`src/gcc_pkg.sv`:
```
// Constants and types of the counter command and bank control block.
// Assumes a 32-bit AXI4-Lite bus with one aligned word per register.
package gcc_pkg;

  localparam int NCNT   = 4;
  localparam int ADDR_W = 12;
  localparam int IDX_W  = 10;
  localparam int STEP_W = 8;

  // Register indices; the byte address is four times the index
  localparam logic [9:0] IDX_STEP [4] = '{10'h088, 10'h00a, 10'h188, 10'h18a};
  localparam logic [9:0] IDX_CMD  [4] = '{10'h00c, 10'h00e, 10'h10c, 10'h10e};
  localparam logic [9:0] IDX_UPPER_STATUS = 10'h136;
  localparam logic [9:0] IDX_LOAD_A_BASE  = 10'h300;
  localparam logic [9:0] IDX_LOAD_B_BASE  = 10'h304;
  localparam logic [9:0] IDX_SAVE_BASE    = 10'h308;
  localparam logic [9:0] IDX_STATUS       = 10'h30c;
  localparam logic [9:0] IDX_CTRL         = 10'h30d;

  // Field positions
  localparam int UST_BANK_LSB    = 0;
  localparam int UST_GATE_LSB    = 2;
  localparam int ST_ARMED_LSB    = 0;
  localparam int ST_DONE_LSB     = 4;
  localparam int ST_GATE_LSB     = 8;
  localparam int ST_BANK_LSB     = 12;
  localparam int CTRL_POL_LSB    = 0;
  localparam int CTRL_PRESET_LSB = 4;

  localparam logic [1:0] RESP_OKAY   = 2'h0;
  localparam logic [1:0] RESP_SLVERR = 2'h2;
  localparam logic       BANK_X      = 1'b0;
  localparam logic [STEP_W-1:0] STEP_RESET = 8'h00;

  typedef enum logic [1:0] {DIR_DOWN, DIR_UP, DIR_PIN, DIR_GATE} gcc_dir_e;

  typedef struct packed {
    logic     partner_disarm;
    logic     partner_snapshot_control;
    logic     partner_arm;
    logic     swap_enable;
    logic     swap_trigger_select;
    logic     swap_request;
    logic     half_word_select;
    logic     gate_resync_enable;
    logic     inactive_bank_redirect;
    gcc_dir_e count_direction_field;
    logic     stop_strobe;
    logic     unused_bit3;
    logic     preset_strobe;
    logic     snapshot_control;
    logic     run_strobe;
  } gcc_cmd_s;

  typedef struct packed {
    logic     snapshot_control;
    logic     swap_enable;
    logic     swap_trigger_select;
    logic     half_word_select;
    logic     gate_resync_enable;
    logic     inactive_bank_redirect;
    gcc_dir_e count_direction_field;
  } gcc_cfg_s;

  localparam gcc_cfg_s CFG_RESET = gcc_cfg_s'(8'h00);

endpackage : gcc_pkg

```
`src/gcc_top.sv`:
```
// Command, arming, direction, bank switching and save control of four counters.
// Assumes AXI4-Lite master, inputs synchronous to MCLK_I, count source as enable pulses.
//
// Overview of operation
// RL1: Upper pair status returns each counter's gate level after polarity inversion.
// RL2: A status bit per counter shows active load bank, 0 X, 1 Y.
// RL3: Each reload adds the 8-bit step value to Load A.
// RL4: Joint reset leaves step value unchanged; software writes zero for none; the code resets the step value to STEP_RESET with RST_B_I.
// RL5: Partner disarm bit disarms the other counter of the pair.
// RL6: Partner arm bit arms the other counter until disarmed.
// RL7: Partner snapshot bit applies snapshot control to both counters at once.
// RL8: Save register tracks counter when open, latches after next edge when set.
// RL9: Swap enable allows switching when armed, picks written bank when disarmed.
// RL10: Swap trigger select picks gate (0) or software (1) switch trigger.
// RL11: Swap request asks for a switch and clears itself when done.
// RL12: Half select picks low or high load/save half for acknowledge; the code acknowledges every save read whatever the half.
// RL13: Resync bit passes gate through a two-stage synchroniser.
// RL14: Redirect bit sends Load A writes to the inactive bank.
// RL15: Direction field: down, up, up/down pin, or internal gate.
// RL16: Stop strobe disarms that counter.
// RL17: Preset strobe copies selected load register A or B into counter.
// RL18: Run strobe arms counter until hardware or stop strobe disarms it.
// RL19: Save done flag sets once the save register has latched.
// RL20: Unused status bits read zero; software writes zero to unused bits.
`timescale 1ns/1ps
`default_nettype none

module gcc_top
  import gcc_pkg::*;
#(
  parameter int CNT_W = 32
) (
  input  wire logic              MCLK_I,
  input  wire logic              RST_B_I,
  input  wire logic [ADDR_W-1:0] S_AXI_AWADDR_I,
  input  wire logic              S_AXI_AWVALID_I,
  output logic                   S_AXI_AWREADY_O,
  input  wire logic [31:0]       S_AXI_WDATA_I,
  input  wire logic [3:0]        S_AXI_WSTRB_I,
  input  wire logic              S_AXI_WVALID_I,
  output logic                   S_AXI_WREADY_O,
  output logic [1:0]             S_AXI_BRESP_O,
  output logic                   S_AXI_BVALID_O,
  input  wire logic              S_AXI_BREADY_I,
  input  wire logic [ADDR_W-1:0] S_AXI_ARADDR_I,
  input  wire logic              S_AXI_ARVALID_I,
  output logic                   S_AXI_ARREADY_O,
  output logic [31:0]            S_AXI_RDATA_O,
  output logic [1:0]             S_AXI_RRESP_O,
  output logic                   S_AXI_RVALID_O,
  input  wire logic              S_AXI_RREADY_I,
  input  wire logic [NCNT-1:0]   GATE_I,
  input  wire logic [NCNT-1:0]   UPDOWN_I,
  input  wire logic [NCNT-1:0]   COUNT_SOURCE_I,
  input  wire logic [NCNT-1:0]   HW_DISARM_I,
  output logic [NCNT-1:0]        ARMED_O,
  output logic [NCNT-1:0]        ACTIVE_BANK_O,
  output logic [NCNT-1:0]        HALF_ACK_O
);

  function automatic logic [31:0] strobe_mask(input logic [3:0] strb);
    strobe_mask = {{8{strb[3]}}, {8{strb[2]}}, {8{strb[1]}}, {8{strb[0]}}};
  endfunction : strobe_mask

  function automatic logic [CNT_W-1:0] merge(input logic [CNT_W-1:0] old_v,
                                             input logic [31:0]      new_v,
                                             input logic [3:0]       strb);
    logic [31:0] m;
    m     = strobe_mask(strb);
    merge = CNT_W'((32'(old_v) & ~m) | (new_v & m));
  endfunction : merge

  // Bus slave state
  logic                 aw_held;
  logic                 w_held;
  logic [IDX_W-1:0]     w_idx;
  logic [31:0]          w_data;
  logic [3:0]           w_strb;
  logic [31:0]          w_mdata;
  logic                 wr_fire;
  logic                 wr_ok;
  logic                 ar_fire;
  logic [IDX_W-1:0]     r_idx;
  logic [31:0]          rd_data;
  logic                 rd_ok;

  // Per-counter state
  gcc_cfg_s             cfg       [NCNT];
  logic [STEP_W-1:0]    reload_step_value [NCNT];
  logic [CNT_W-1:0]     cnt       [NCNT];
  logic [CNT_W-1:0]     save      [NCNT];
  logic [CNT_W-1:0]     load_a    [NCNT][2];
  logic [CNT_W-1:0]     load_b    [NCNT][2];
  logic [NCNT-1:0]      armed;
  logic [NCNT-1:0]      active_bank_flag;
  logic [NCNT-1:0]      swap_pend;
  logic [NCNT-1:0]      snap_latched;
  logic [NCNT-1:0]      snapshot_done_flag;
  logic [NCNT-1:0]      polarity;
  logic [NCNT-1:0]      preset_from_b;
  logic [NCNT-1:0]      gate_s1;
  logic [NCNT-1:0]      gate_s2;
  logic [NCNT-1:0]      gate_prev;
  logic [NCNT-1:0]      half_ack;

  // Per-counter decode
  gcc_cmd_s             cw        [NCNT];
  logic [NCNT-1:0]      gate_level_flag;
  logic [NCNT-1:0]      gate_rise;
  logic [NCNT-1:0]      count_up;
  logic [NCNT-1:0]      reload;
  logic [NCNT-1:0]      swap_now;
  logic [NCNT-1:0]      wb_a;
  logic [NCNT-1:0]      wb_b;
  logic [NCNT-1:0]      we_load_a;
  logic [NCNT-1:0]      we_load_b;
  logic [NCNT-1:0]      we_step;
  logic [NCNT-1:0]      half_hit;

  assign S_AXI_AWREADY_O = ~aw_held & ~S_AXI_BVALID_O;
  assign S_AXI_WREADY_O  = ~w_held & ~S_AXI_BVALID_O;
  assign S_AXI_ARREADY_O = ~S_AXI_RVALID_O;
  assign wr_fire         = aw_held & w_held;
  assign ar_fire         = S_AXI_ARVALID_I & S_AXI_ARREADY_O;
  assign r_idx           = S_AXI_ARADDR_I[ADDR_W-1:2];
  // Held write data with unstrobed byte lanes forced to zero
  assign w_mdata         = w_data & strobe_mask(w_strb);
  assign ARMED_O         = armed;
  assign ACTIVE_BANK_O   = active_bank_flag;
  assign HALF_ACK_O      = half_ack;

  // Write address and data are taken in either order, then applied together
  always_ff @(posedge MCLK_I or negedge RST_B_I) begin
    if (!RST_B_I) begin
      aw_held <= 1'b0;
      w_idx   <= '0;
    end else if (S_AXI_AWVALID_I && S_AXI_AWREADY_O) begin
      aw_held <= 1'b1;
      w_idx   <= S_AXI_AWADDR_I[ADDR_W-1:2];
    end else if (wr_fire) begin
      aw_held <= 1'b0;
    end
  end

  always_ff @(posedge MCLK_I or negedge RST_B_I) begin
    if (!RST_B_I) begin
      w_held <= 1'b0;
      w_data <= '0;
      w_strb <= '0;
    end else if (S_AXI_WVALID_I && S_AXI_WREADY_O) begin
      w_held <= 1'b1;
      w_data <= S_AXI_WDATA_I;
      w_strb <= S_AXI_WSTRB_I;
    end else if (wr_fire) begin
      w_held <= 1'b0;
    end
  end

  always_ff @(posedge MCLK_I or negedge RST_B_I) begin
    if (!RST_B_I) begin
      S_AXI_BVALID_O <= 1'b0;
      S_AXI_BRESP_O  <= RESP_OKAY;
    end else if (wr_fire) begin
      S_AXI_BVALID_O <= 1'b1;
      S_AXI_BRESP_O  <= wr_ok ? RESP_OKAY : RESP_SLVERR;
    end else if (S_AXI_BREADY_I) begin
      S_AXI_BVALID_O <= 1'b0;
    end
  end

  always_ff @(posedge MCLK_I or negedge RST_B_I) begin
    if (!RST_B_I) begin
      S_AXI_RVALID_O <= 1'b0;
      S_AXI_RDATA_O  <= '0;
      S_AXI_RRESP_O  <= RESP_OKAY;
    end else if (ar_fire) begin
      S_AXI_RVALID_O <= 1'b1;
      S_AXI_RDATA_O  <= rd_data;
      S_AXI_RRESP_O  <= rd_ok ? RESP_OKAY : RESP_SLVERR;
    end else if (S_AXI_RREADY_I) begin
      S_AXI_RVALID_O <= 1'b0;
    end
  end

  // Command decode, gate path, direction and write targets
  always_comb begin
    wr_ok = wr_fire && (w_idx == IDX_CTRL);
    for (int i = 0; i < NCNT; i++) begin
      cw[i]        = '0;
      we_step[i]   = wr_fire && (w_idx == IDX_STEP[i]);
      we_load_a[i] = wr_fire && (w_idx == IDX_LOAD_A_BASE + IDX_W'(i));
      we_load_b[i] = wr_fire && (w_idx == IDX_LOAD_B_BASE + IDX_W'(i));
      if (wr_fire && (w_idx == IDX_CMD[i])) begin
        cw[i] = gcc_cmd_s'(w_mdata[15:0]);
        wr_ok = 1'b1;
      end
      if (we_step[i] || we_load_a[i] || we_load_b[i]) begin
        wr_ok = 1'b1;
      end
      gate_level_flag[i] = (cfg[i].gate_resync_enable ? gate_s2[i] : GATE_I[i])
                           ^ polarity[i]; // [RL13] [RL1]
      gate_rise[i] = gate_level_flag[i] & ~gate_prev[i];
      unique case (cfg[i].count_direction_field) // [RL15]
        DIR_DOWN: count_up[i] = 1'b0;
        DIR_UP:   count_up[i] = 1'b1;
        DIR_PIN:  count_up[i] = UPDOWN_I[i];
        DIR_GATE: count_up[i] = gate_level_flag[i];
      endcase
      reload[i] = armed[i] && COUNT_SOURCE_I[i] &&
                  (count_up[i] ? (&cnt[i]) : (cnt[i] == '0));
      swap_now[i] = armed[i] && cfg[i].swap_enable && swap_pend[i] &&
                    (cfg[i].swap_trigger_select || gate_rise[i]); // [RL9] [RL10]
      wb_b[i] = armed[i] ? active_bank_flag[i] : cfg[i].swap_enable; // [RL9]
      wb_a[i] = cfg[i].inactive_bank_redirect ? ~active_bank_flag[i] : wb_b[i]; // [RL14]
      half_hit[i] = cfg[i].half_word_select ? |w_strb[3:2] : |w_strb[1:0]; // [RL12]
    end
  end

  // Register read multiplexer; unused bits read zero
  always_comb begin
    rd_data = '0;
    rd_ok   = 1'b0;
    if (r_idx == IDX_UPPER_STATUS) begin
      rd_data[UST_GATE_LSB +: 2] = gate_level_flag[3:2]; // [RL1] [RL20]
      rd_data[UST_BANK_LSB +: 2] = active_bank_flag[3:2]; // [RL2]
      rd_ok = 1'b1;
    end
    if (r_idx == IDX_STATUS) begin
      rd_data[ST_ARMED_LSB +: NCNT] = armed;
      rd_data[ST_DONE_LSB +: NCNT]  = snapshot_done_flag; // [RL19]
      rd_data[ST_GATE_LSB +: NCNT]  = gate_level_flag;
      rd_data[ST_BANK_LSB +: NCNT]  = active_bank_flag; // [RL2]
      rd_ok = 1'b1;
    end
    if (r_idx == IDX_CTRL) begin
      rd_data[CTRL_POL_LSB +: NCNT]    = polarity;
      rd_data[CTRL_PRESET_LSB +: NCNT] = preset_from_b;
      rd_ok = 1'b1;
    end
    for (int i = 0; i < NCNT; i++) begin
      if (r_idx == IDX_LOAD_A_BASE + IDX_W'(i)) begin
        rd_data = 32'(load_a[i][active_bank_flag[i]]);
        rd_ok   = 1'b1;
      end
      if (r_idx == IDX_LOAD_B_BASE + IDX_W'(i)) begin
        rd_data = 32'(load_b[i][active_bank_flag[i]]);
        rd_ok   = 1'b1;
      end
      if (r_idx == IDX_SAVE_BASE + IDX_W'(i)) begin
        rd_data = 32'(save[i]);
        rd_ok   = 1'b1;
      end
    end
  end

  // Stored command levels and own control register
  always_ff @(posedge MCLK_I or negedge RST_B_I) begin
    if (!RST_B_I) begin
      for (int i = 0; i < NCNT; i++) begin
        cfg[i] <= CFG_RESET;
      end
      polarity      <= '0;
      preset_from_b <= '0;
    end else begin
      for (int i = 0; i < NCNT; i++) begin
        if (wr_fire && (w_idx == IDX_CMD[i])) begin
          cfg[i].snapshot_control       <= cw[i].snapshot_control; // [RL8]
          cfg[i].swap_enable            <= cw[i].swap_enable;
          cfg[i].swap_trigger_select    <= cw[i].swap_trigger_select;
          cfg[i].half_word_select       <= cw[i].half_word_select;
          cfg[i].gate_resync_enable     <= cw[i].gate_resync_enable;
          cfg[i].inactive_bank_redirect <= cw[i].inactive_bank_redirect;
          cfg[i].count_direction_field  <= cw[i].count_direction_field;
        end
        if (cw[i].partner_snapshot_control || cw[i ^ 1].partner_snapshot_control) begin
          cfg[i].snapshot_control <= 1'b1; // [RL7]
        end
      end
      if (wr_fire && (w_idx == IDX_CTRL)) begin
        polarity      <= w_mdata[CTRL_POL_LSB +: NCNT];
        preset_from_b <= w_mdata[CTRL_PRESET_LSB +: NCNT];
      end
    end
  end

  // Step values reset to STEP_RESET with RST_B_I; only a bus write changes them
  always_ff @(posedge MCLK_I or negedge RST_B_I) begin
    if (!RST_B_I) begin
      for (int i = 0; i < NCNT; i++) begin
        reload_step_value[i] <= STEP_RESET;
      end
    end else begin
      for (int i = 0; i < NCNT; i++) begin
        if (we_step[i] && w_strb[0]) begin
          reload_step_value[i] <= w_data[STEP_W-1:0]; // [RL4]
        end
      end
    end
  end

  // Arming; a set in the same cycle as a clear wins
  always_ff @(posedge MCLK_I or negedge RST_B_I) begin
    if (!RST_B_I) begin
      armed <= '0;
    end else begin
      for (int i = 0; i < NCNT; i++) begin
        if (cw[i].run_strobe || cw[i ^ 1].partner_arm) begin
          armed[i] <= 1'b1; // [RL18] [RL6]
        end else if (cw[i].stop_strobe || cw[i ^ 1].partner_disarm || HW_DISARM_I[i]) begin
          armed[i] <= 1'b0; // [RL16] [RL5]
        end
      end
    end
  end

  // Gate synchroniser and edge history
  always_ff @(posedge MCLK_I or negedge RST_B_I) begin
    if (!RST_B_I) begin
      gate_s1   <= '0;
      gate_s2   <= '0;
      gate_prev <= '0;
    end else begin
      gate_s1   <= GATE_I;
      gate_s2   <= gate_s1; // [RL13]
      gate_prev <= gate_level_flag;
    end
  end

  // Bank switching; a new request in the switch cycle stays pending
  always_ff @(posedge MCLK_I or negedge RST_B_I) begin
    if (!RST_B_I) begin
      active_bank_flag <= {NCNT{BANK_X}};
      swap_pend        <= '0;
    end else begin
      for (int i = 0; i < NCNT; i++) begin
        if (swap_now[i]) begin
          active_bank_flag[i] <= ~active_bank_flag[i]; // [RL2] [RL10]
        end
        if (cw[i].swap_request) begin
          swap_pend[i] <= 1'b1; // [RL11]
        end else if (swap_now[i]) begin
          swap_pend[i] <= 1'b0; // [RL11]
        end
      end
    end
  end

  // Load registers; a bus write wins over the reload step
  always_ff @(posedge MCLK_I or negedge RST_B_I) begin
    if (!RST_B_I) begin
      for (int i = 0; i < NCNT; i++) begin
        load_a[i] <= '{default: '0};
        load_b[i] <= '{default: '0};
      end
    end else begin
      for (int i = 0; i < NCNT; i++) begin
        if (reload[i]) begin
          load_a[i][active_bank_flag[i]] <= load_a[i][active_bank_flag[i]]
                                          + CNT_W'(reload_step_value[i]); // [RL3]
        end
        if (we_load_a[i]) begin
          load_a[i][wb_a[i]] <= merge(load_a[i][wb_a[i]], w_data, w_strb); // [RL14]
        end
        if (we_load_b[i]) begin
          load_b[i][wb_b[i]] <= merge(load_b[i][wb_b[i]], w_data, w_strb); // [RL9]
        end
      end
    end
  end

  // Counter: preset, reload at terminal count, or one step
  always_ff @(posedge MCLK_I or negedge RST_B_I) begin
    if (!RST_B_I) begin
      for (int i = 0; i < NCNT; i++) begin
        cnt[i] <= '0;
      end
    end else begin
      for (int i = 0; i < NCNT; i++) begin
        if (cw[i].preset_strobe) begin
          cnt[i] <= preset_from_b[i] ? load_b[i][active_bank_flag[i]]
                                     : load_a[i][active_bank_flag[i]]; // [RL17]
        end else if (reload[i]) begin
          cnt[i] <= load_a[i][active_bank_flag[i]];
        end else if (armed[i] && COUNT_SOURCE_I[i]) begin
          cnt[i] <= count_up[i] ? cnt[i] + CNT_W'(1) : cnt[i] - CNT_W'(1); // [RL15]
        end
      end
    end
  end

  // Save register: open tracks, set latches one edge later, then done
  always_ff @(posedge MCLK_I or negedge RST_B_I) begin
    if (!RST_B_I) begin
      for (int i = 0; i < NCNT; i++) begin
        save[i] <= '0;
      end
      snap_latched       <= '0;
      snapshot_done_flag <= '0;
    end else begin
      for (int i = 0; i < NCNT; i++) begin
        if (!cfg[i].snapshot_control) begin
          save[i]               <= cnt[i]; // [RL8]
          snap_latched[i]       <= 1'b0;
          snapshot_done_flag[i] <= 1'b0;
        end else if (!snap_latched[i]) begin
          save[i]         <= cnt[i]; // [RL8]
          snap_latched[i] <= 1'b1;
        end else begin
          snapshot_done_flag[i] <= 1'b1; // [RL19]
        end
      end
    end
  end

  // Acknowledge trigger on the chosen half of a load write, or on any save read
  always_ff @(posedge MCLK_I or negedge RST_B_I) begin
    if (!RST_B_I) begin
      half_ack <= '0;
    end else begin
      for (int i = 0; i < NCNT; i++) begin
        half_ack[i] <= ((we_load_a[i] || we_load_b[i]) && half_hit[i]) ||
                       (ar_fire && (r_idx == IDX_SAVE_BASE + IDX_W'(i))); // [RL12]
      end
    end
  end

endmodule : gcc_top

`default_nettype wire
```
`config.mk`:
```
export PLATFORM = sky130hd
export DESIGN_NAME = gcc_top
export DESIGN_NICKNAME = d
export VERILOG_FILES = /design/src/gcc_pkg.sv /design/src/gcc_top.sv
export SDC_FILE = /design/constraint.sdc
export NUM_CORES = 2
export LEC_CHECK = 0
export ABC_AREA = 1
export BUFFER_PORTS_ARGS = -buffer_cell sky130_fd_sc_hd__buf_4
export CORE_MARGIN = 3
export CORE_UTILIZATION = 45
export DETAILED_ROUTE_END_ITERATION = 7
export PLACE_DENSITY_LB_ADDON = 0.08
export SLEW_MARGIN = 20
export SYNTH_ARGS = -nofsm -noshare
export SYNTH_HDL_FRONTEND = slang
export SYNTH_SLANG_ARGS = --single-unit
export TNS_END_PERCENT = 100
```
`constraint.sdc`:
```
create_clock -name MCLK_I -period 4.6 [get_ports MCLK_I]
set_input_delay 1.15 -clock MCLK_I [delete_from_list [all_inputs] [get_ports MCLK_I]]
set_output_delay 1.15 -clock MCLK_I [all_outputs]
set_load 0.05 [all_outputs]
```
# [After elaboration in Yosys (flattened, before gate mapping)]
# Cells that the tools add are included.
[totals] regBits=962 inputBits=83 output_inout_bits=53 elab_cells=593
[classes] addsub=12 n_lt_le_gt_ge=24 n_eq_ne=52 muxes=231 n_bitwise=54 n_reduce_logical=131
[ops] op="$mux 32" count=100
[ops] op="$bwmux 64" count=12
[ops] op="$mux 64" count=8
[ops] op="$demux 32 s1" count=12
[ops] op="$and 32x32->32" count=9
[ops] op="$or 32x32->32" count=8
[ops] op="$eq 10x10->1 const B" count=23
[ops] op="$add 32x1->32 const B" count=4
[ops] op="$add 32x8->32" count=4
[ops] op="$logic_not 32->1" count=4
[ops] op="$reduce_and 32->1" count=4
[ops] op="$sub 32x1->32 const B" count=4
[ops] op="$mux 1" count=82
[ops] op="$mux 16" count=5
[ops] op="$logic_and 1x1->1" count=63
[ops] op="$eq 10x9->1 const B" count=5
[ops] op="$mux 8" count=5
[ops] op="$logic_or 1x1->1" count=34
[ops] op="$not 32->32" count=1
[ops] op="$reduce_bool 2->1" count=16
[ops] op="$eq 10x4->1 const B" count=3
[ops] op="$ge 2x2->1 const B" count=12
[ops] op="$lt 2x1->1 const B" count=12
[ops] op="$not 1->2" count=12
[ops] op="other kinds (14)" count=62

# [Logic depth before layout (Yosys ltp)]
[logic_depth] depth_word=17 mapped_depth=26 mapped_depth_nobuf=22

# [Least setup slack after synthesis]
# OpenSTA, ideal clock, no wires.
[synth_timing] kind="input to register" startpoint="input GATE_I[1]" endpoint="register cnt[90] (netlist bit)" setup_ns=0.117 arrival_time_ns=4.147 required_ns=4.483 path_slack_ns=0.336 cell_stages=16 n_path_buf=0 path_cell_list="inv_1 -> o21ai_2 -> xor2_1 -> nand3_1 -> nand2_1 -> inv_2 -> fa_1 -> o21ai_0 -> a21boi_0 -> o21ai_0 -> a21oi_1 -> nand3b_1 -> nand3_1 -> nand3_1 -> nand2_1 -> nand2_1"
[synth_via] elab_chain_len=7 elab_cells_between_ends=10 cone_classes="mux (7); bitwise (1); reduce/logical (2)"
[synth_rtl] item="start, declared" line="gcc_top.sv:52" text="input wire logic [NCNT-1:0] GATE_I,"
[synth_rtl] item="$mux 1 *" line="gcc_top.sv:200" text="gate_level_flag[i] = (cfg[i].gate_resync_enable ? gate_s2[i] : GATE_I[i])"
[synth_rtl] item="$xor 1x1->1 *" line="gcc_top.sv:201" text="^ polarity[i];"
[synth_rtl] item="$pmux 1 s4 *" line="gcc_top.sv:203" text="unique case (cfg[i].count_direction_field)"
[synth_rtl] item="$mux 32 or $mux 1 (tied branches)" line="gcc_top.sv:385, gcc_top.sv:210"
[synth_rtl] item="$mux 32 or $logic_and 1x1->1 (tied branches)" line="gcc_top.sv:384, gcc_top.sv:209"
[synth_rtl] item="$mux 32" line="gcc_top.sv:382" text="end else if (reload[i]) begin"
[synth_rtl] item="$mux 32" line="gcc_top.sv:379" text="if (cw[i].preset_strobe) begin"
[synth_rtl] item="end signal, assigned by index" line="gcc_top.sv:380" text="cnt[i] <= preset_from_b[i] ? load_b[i][active_bank_flag[i]]"
[synth_rtl] item="end signal, assigned by index" line="gcc_top.sv:383" text="cnt[i] <= load_a[i][active_bank_flag[i]];"
[synth_rtl] item="end signal, assigned by index" line="gcc_top.sv:385" text="cnt[i] <= count_up[i] ? cnt[i] + CNT_W'(1) : cnt[i] - CNT_W'(1);"
[synth_rtl] item="end, declared" line="gcc_top.sv:90" text="logic [CNT_W-1:0] cnt [NCNT];"
# Every way passes the cells marked *; elsewhere a longest branch is shown, timed or not. The select of a mux whose other input is x is not followed.
# A chain may end at the register's enable or synchronous reset.

# [Worst setup path after layout]
[layout_timing] startpoint="register aw_held" endpoint="register load_a[93] (netlist bit)"
[layout_via] elab_chain_len=3
[layout_rtl] item="start, declared" line="gcc_top.sv:74" text="logic aw_held;"
[layout_rtl] item="start signal, assigned" line="gcc_top.sv:135" text="aw_held <= 1'b0;"
[layout_rtl] item="start signal, assigned" line="gcc_top.sv:138" text="aw_held <= 1'b1;"
[layout_rtl] item="start signal, assigned" line="gcc_top.sv:141" text="aw_held <= 1'b0;"
[layout_rtl] item="$and 1x1->1" line="gcc_top.sv:123" text="assign wr_fire = aw_held & w_held;"
[layout_rtl] item="$logic_and 1x1->1" line="gcc_top.sv:191" text="we_load_a[i] = wr_fire && (w_idx == IDX_LOAD_A_BASE + IDX_W'(i));"
[layout_rtl] item="$mux 64" line="gcc_top.sv:361" text="if (we_load_a[i]) begin"
[layout_rtl] item="end signal, assigned by index" line="gcc_top.sv:358" text="load_a[i][active_bank_flag[i]] <= load_a[i][active_bank_flag[i]]"
[layout_rtl] item="end signal, assigned by index" line="gcc_top.sv:362" text="load_a[i][wb_a[i]] <= merge(load_a[i][wb_a[i]], w_data, w_strb);"
[layout_rtl] item="end, declared" line="gcc_top.sv:92" text="logic [CNT_W-1:0] load_a [NCNT][2];"
# No other way between the ends.

==> run metrics <==
worst slew pin tran 1180 ps; pre-CTS worst setup slack 175 ps; Die X-Extent 387 µm; count of nets after finishing 9829; leakage power 35.8 nW; count of flip-flops with a built-in enable after synthesis 0; Final HPWL DP 215000 µm; post-route worst setup slack 446 ps; share of layout cells above drive strength 1 0.0946; list of cells traversed by the critical path nand2_1 > nor2_2 > inv_1 > nor2_1 > nand3_1 > nor2_2 > inv_1 > buf_4 > nand2_1 > o21ai_0; via count of the first global-routing pass 63300; Post-CTS Hold Buffers 0; Worst path slowest cell sky130_fd_sc_hd__nor2_2; clock root cell sky130_fd_sc_hd__clkbuf_16; die outline height 387 µm; placeable core region 144000 µm²; final hold violation count 0; area growth from synthesis to final layout 12.8%; number of filler cells placed in the layout 14500; Yosys Warn Count 0; Period Utilization, post-route 0.903; Largest delay share family, worst path simple AND/OR/NAND/NOR gates; Arrival @ worst endpoint 4780 ps; sequential element share of the synthesized area 0.368; Power per Cell Area 390 nW/µm²; max-cap viol count 0; highest clock frequency the design can meet 241 MHz; biggest cell delay along the critical path 880 ps; CP Data Required Time 5220 ps; DP Area 69500 µm²; Slew Limit Headroom 0.207; die area 150000 µm²; distinct cell type count of the synthesized netlist 67; finished layout cell area 73600 µm²; Post-Route Utilization 0.512; final weighted congestion in routability-driven placement 1.05; PostCTS Resize Cnt 0; iteration count of the initial detailed-routing pass 6; Initial Utilization 0.454; Worst Clk Skew 57.5 ps; vias per inst 5.94; first-pass GRT wire length 432000 µm; Post-synth ARST share 1.00; Setup crit start kind register; number of rows created at floorplan 139; total congestion overflow after global routing 0; DRT iter0 DRCs 8164; CP endpoint kind register; average size of a mapped cell 6.90 µm²; Post CTS Setup Buffer Count 0; Final Max Tran Viols 0; Syn Inst Count 9462; area used by multi-input combinational logic 35600 µm²; Post-Route Setup TNS 0 ps; initial antenna violation count 31; synthesized cell area 65300 µm²; number of design rule violations left after detail routing 0; drt wl/cell 25.4 µm; antenna violation net count after detailed routing 0; clock tree from TritonCTS built; number of clock sinks 960; clock transition time at the flip-flop clock pins of the worst setup and hold paths 60 ps; path class of the lowest-slack min-delay path reg2reg; global-route usage over all layers 0.385; maximum vdd drop 0.756 mV; Ports 136; buffering stage count on the worst path with inverters included 3; shortest period the worst path allows 4150 ps; maximum fanout count along the critical path 18; status completed; level count of the clock H-tree 3; unrepaired setup endpoints after global routing no; count of input and output buffers 129; post-synthesis register bit count 960; sequential cell area 24000 µm²; number of CTS-inserted buffers 112; most used flip-flop cell after synthesis sky130_fd_sc_hd__dfrtp_1; CP Class reg2reg; Via Count 69200; maximum number of pins on one net before global-route repair 132; Final Routed Wirelength 296000 µm; clock insertion delay at the later pin of the skew report 790 ps; power after layout 28.7 mW; total of endpoints with negative setup slack in the final report 0; Max clock buf depth 3
## cell families after synthesis
| kind of cell | count (synthesis) | synth area share |
|---|---|---|
| AO/OA/AOI/OAI | 2338 | 0.195 |
| flip-flops | 960 | 0.368 |
| adder cells (fa/ha/maj) | 160 | 0.0316 |
| multiplexers | 141 | 0.0232 |
| other | 1 | 0.0000575 |
| buffers and inverters | 1453 | 0.0878 |
| XOR/XNOR | 198 | 0.0266 |
| AND/OR/NAND/NOR | 4211 | 0.267 |
## per-stage QoR
step | cells | hold WS (ps)
2_1_floorplan | 9463 | 331
3_3_place_gp | 11400 | 334
3_5_place_dp | 11400 | 336
4_1_cts | 11600 | 349
5_1_grt | 11600 | 362
6_report | 11700 | 349
## synth_stat cells (7+ instances only)
master | instances | area share
sky130_fd_sc_hd__buf_2 | 82 | 0.0063
sky130_fd_sc_hd__nor2_4 | 9 | 0.0016
sky130_fd_sc_hd__nand4_1 | 159 | 0.015
sky130_fd_sc_hd__a31o_2 | 9 | 0.0012
sky130_fd_sc_hd__buf_4 | 14 | 0.0016
sky130_fd_sc_hd__inv_1 | 985 | 0.057
sky130_fd_sc_hd__nand2_1 | 2584 | 0.15
sky130_fd_sc_hd__o21ai_1 | 89 | 0.0068
sky130_fd_sc_hd__a21oi_1 | 423 | 0.032
sky130_fd_sc_hd__a21o_1 | 32 | 0.0037
sky130_fd_sc_hd__o22ai_1 | 52 | 0.0050
sky130_fd_sc_hd__clkbuf_1 | 294 | 0.017
sky130_fd_sc_hd__nor2_2 | 20 | 0.0019
sky130_fd_sc_hd__a31oi_1 | 16 | 0.0015
sky130_fd_sc_hd__xor2_1 | 150 | 0.020
sky130_fd_sc_hd__o21ai_0 | 1430 | 0.11
sky130_fd_sc_hd__clkinv_1 | 7 | 0.00040
sky130_fd_sc_hd__o21ai_2 | 24 | 0.0032
sky130_fd_sc_hd__nor4_2 | 7 | 0.0013
sky130_fd_sc_hd__xnor2_1 | 48 | 0.0064
sky130_fd_sc_hd__o211ai_1 | 112 | 0.013
sky130_fd_sc_hd__nand2_2 | 10 | 0.00096
sky130_fd_sc_hd__o221ai_1 | 45 | 0.0060
sky130_fd_sc_hd__nand3_1 | 347 | 0.027
sky130_fd_sc_hd__nor3_1 | 105 | 0.0081
sky130_fd_sc_hd__or2_2 | 20 | 0.0019
sky130_fd_sc_hd__mux2_2 | 83 | 0.014
sky130_fd_sc_hd__nand3b_1 | 20 | 0.0023
sky130_fd_sc_hd__a21boi_0 | 17 | 0.0020
sky130_fd_sc_hd__inv_2 | 30 | 0.0017
sky130_fd_sc_hd__a22oi_1 | 11 | 0.0013
sky130_fd_sc_hd__nor4_1 | 35 | 0.0034
sky130_fd_sc_hd__mux2i_1 | 58 | 0.0089
sky130_fd_sc_hd__o21bai_1 | 39 | 0.0045
sky130_fd_sc_hd__nor3_2 | 11 | 0.0017
sky130_fd_sc_hd__buf_6 | 14 | 0.0024
sky130_fd_sc_hd__dfrtp_1 | 960 | 0.37
sky130_fd_sc_hd__nor2_1 | 858 | 0.049
sky130_fd_sc_hd__o21a_1 | 14 | 0.0016
sky130_fd_sc_hd__ha_1 | 152 | 0.029
sky130_fd_sc_hd__fa_1 | 8 | 0.0025
sky130_fd_sc_hd__buf_1 | 25 | 0.0014
## state kept, by name, summed over array words and instances, names as in the netlist, 10 cells and up
register / count
S_AXI_RDATA_O: 32
reload_step_value: 32
w_idx: 10
save: 128
load_b: 256
w_data: 32
load_a: 256
cnt: 128
cfg: 32
## where the power goes
group          switching [mW]  leakage, nW  total (mW)  internal [mW]
clock                    4.07         1.94        9.72           5.65
combinational            6.98         22.3        9.16           2.18
sequential              0.718         11.6        9.83           9.11
total                    11.8         35.8        28.7           16.9
## layout by cell type, fill, tap and decap left out, types with 48 or more instances in the layout
cell and n:
sky130_fd_sc_hd__buf_4 418, sky130_fd_sc_hd__o211ai_1 112, sky130_fd_sc_hd__a21oi_1 423, sky130_fd_sc_hd__inv_1 981
sky130_fd_sc_hd__xnor2_1 48, sky130_fd_sc_hd__mux2i_1 58, sky130_fd_sc_hd__o21ai_1 89, sky130_fd_sc_hd__nand2_1 2556
sky130_fd_sc_hd__o22ai_1 52, sky130_fd_sc_hd__mux2_2 83, sky130_fd_sc_hd__xor2_1 150, sky130_fd_sc_hd__ha_1 152
sky130_fd_sc_hd__clkbuf_16 114, sky130_fd_sc_hd__diode_2 64, sky130_fd_sc_hd__nand3_1 343, sky130_fd_sc_hd__dfrtp_1 956
sky130_fd_sc_hd__nor2_1 856, sky130_fd_sc_hd__nand4_1 159, sky130_fd_sc_hd__o21ai_0 1430, sky130_fd_sc_hd__nor3_1 104
## final timing paths
check	startpoint	to	slack (ps)	cells after the start
setup / recovery	aw_held	load_a[93]	450	10
hold / removal	gate_s1[2]	gate_s2[2]	350	0
setup reg to reg	aw_held	load_a[93]	450	10
hold reg to reg	gate_s1[2]	gate_s2[2]	350	0
max in group asynchronous	RST_B_I	w_data[8]	2860	2
min in group asynchronous	RST_B_I	load_a[146]	400	1
## layer usage
metal | wire [µm] | share of wire | GRT usage
met4 | 16200 | 0.055 | 0.201
met5 | 65 | 0.00022 | 0
met2 | 120000 | 0.41 | 0.534
met1 | 126000 | 0.43 | 0.552
met3 | 33400 | 0.11 | 0.0953
## cell type report
cell class,count,area share
Multi-Input combinational cell,7050,0.484
Sequential cell,960,0.327
Inverter,1023,0.0523
Timing Repair Buffer,439,0.0483
Clock buffer,164,0.0453
Tap cell,1903,0.0324
Clock inverter,47,0.00860
Antenna cell,64,0.00218
Note: power is estimated with default switching activity, not from simulation.
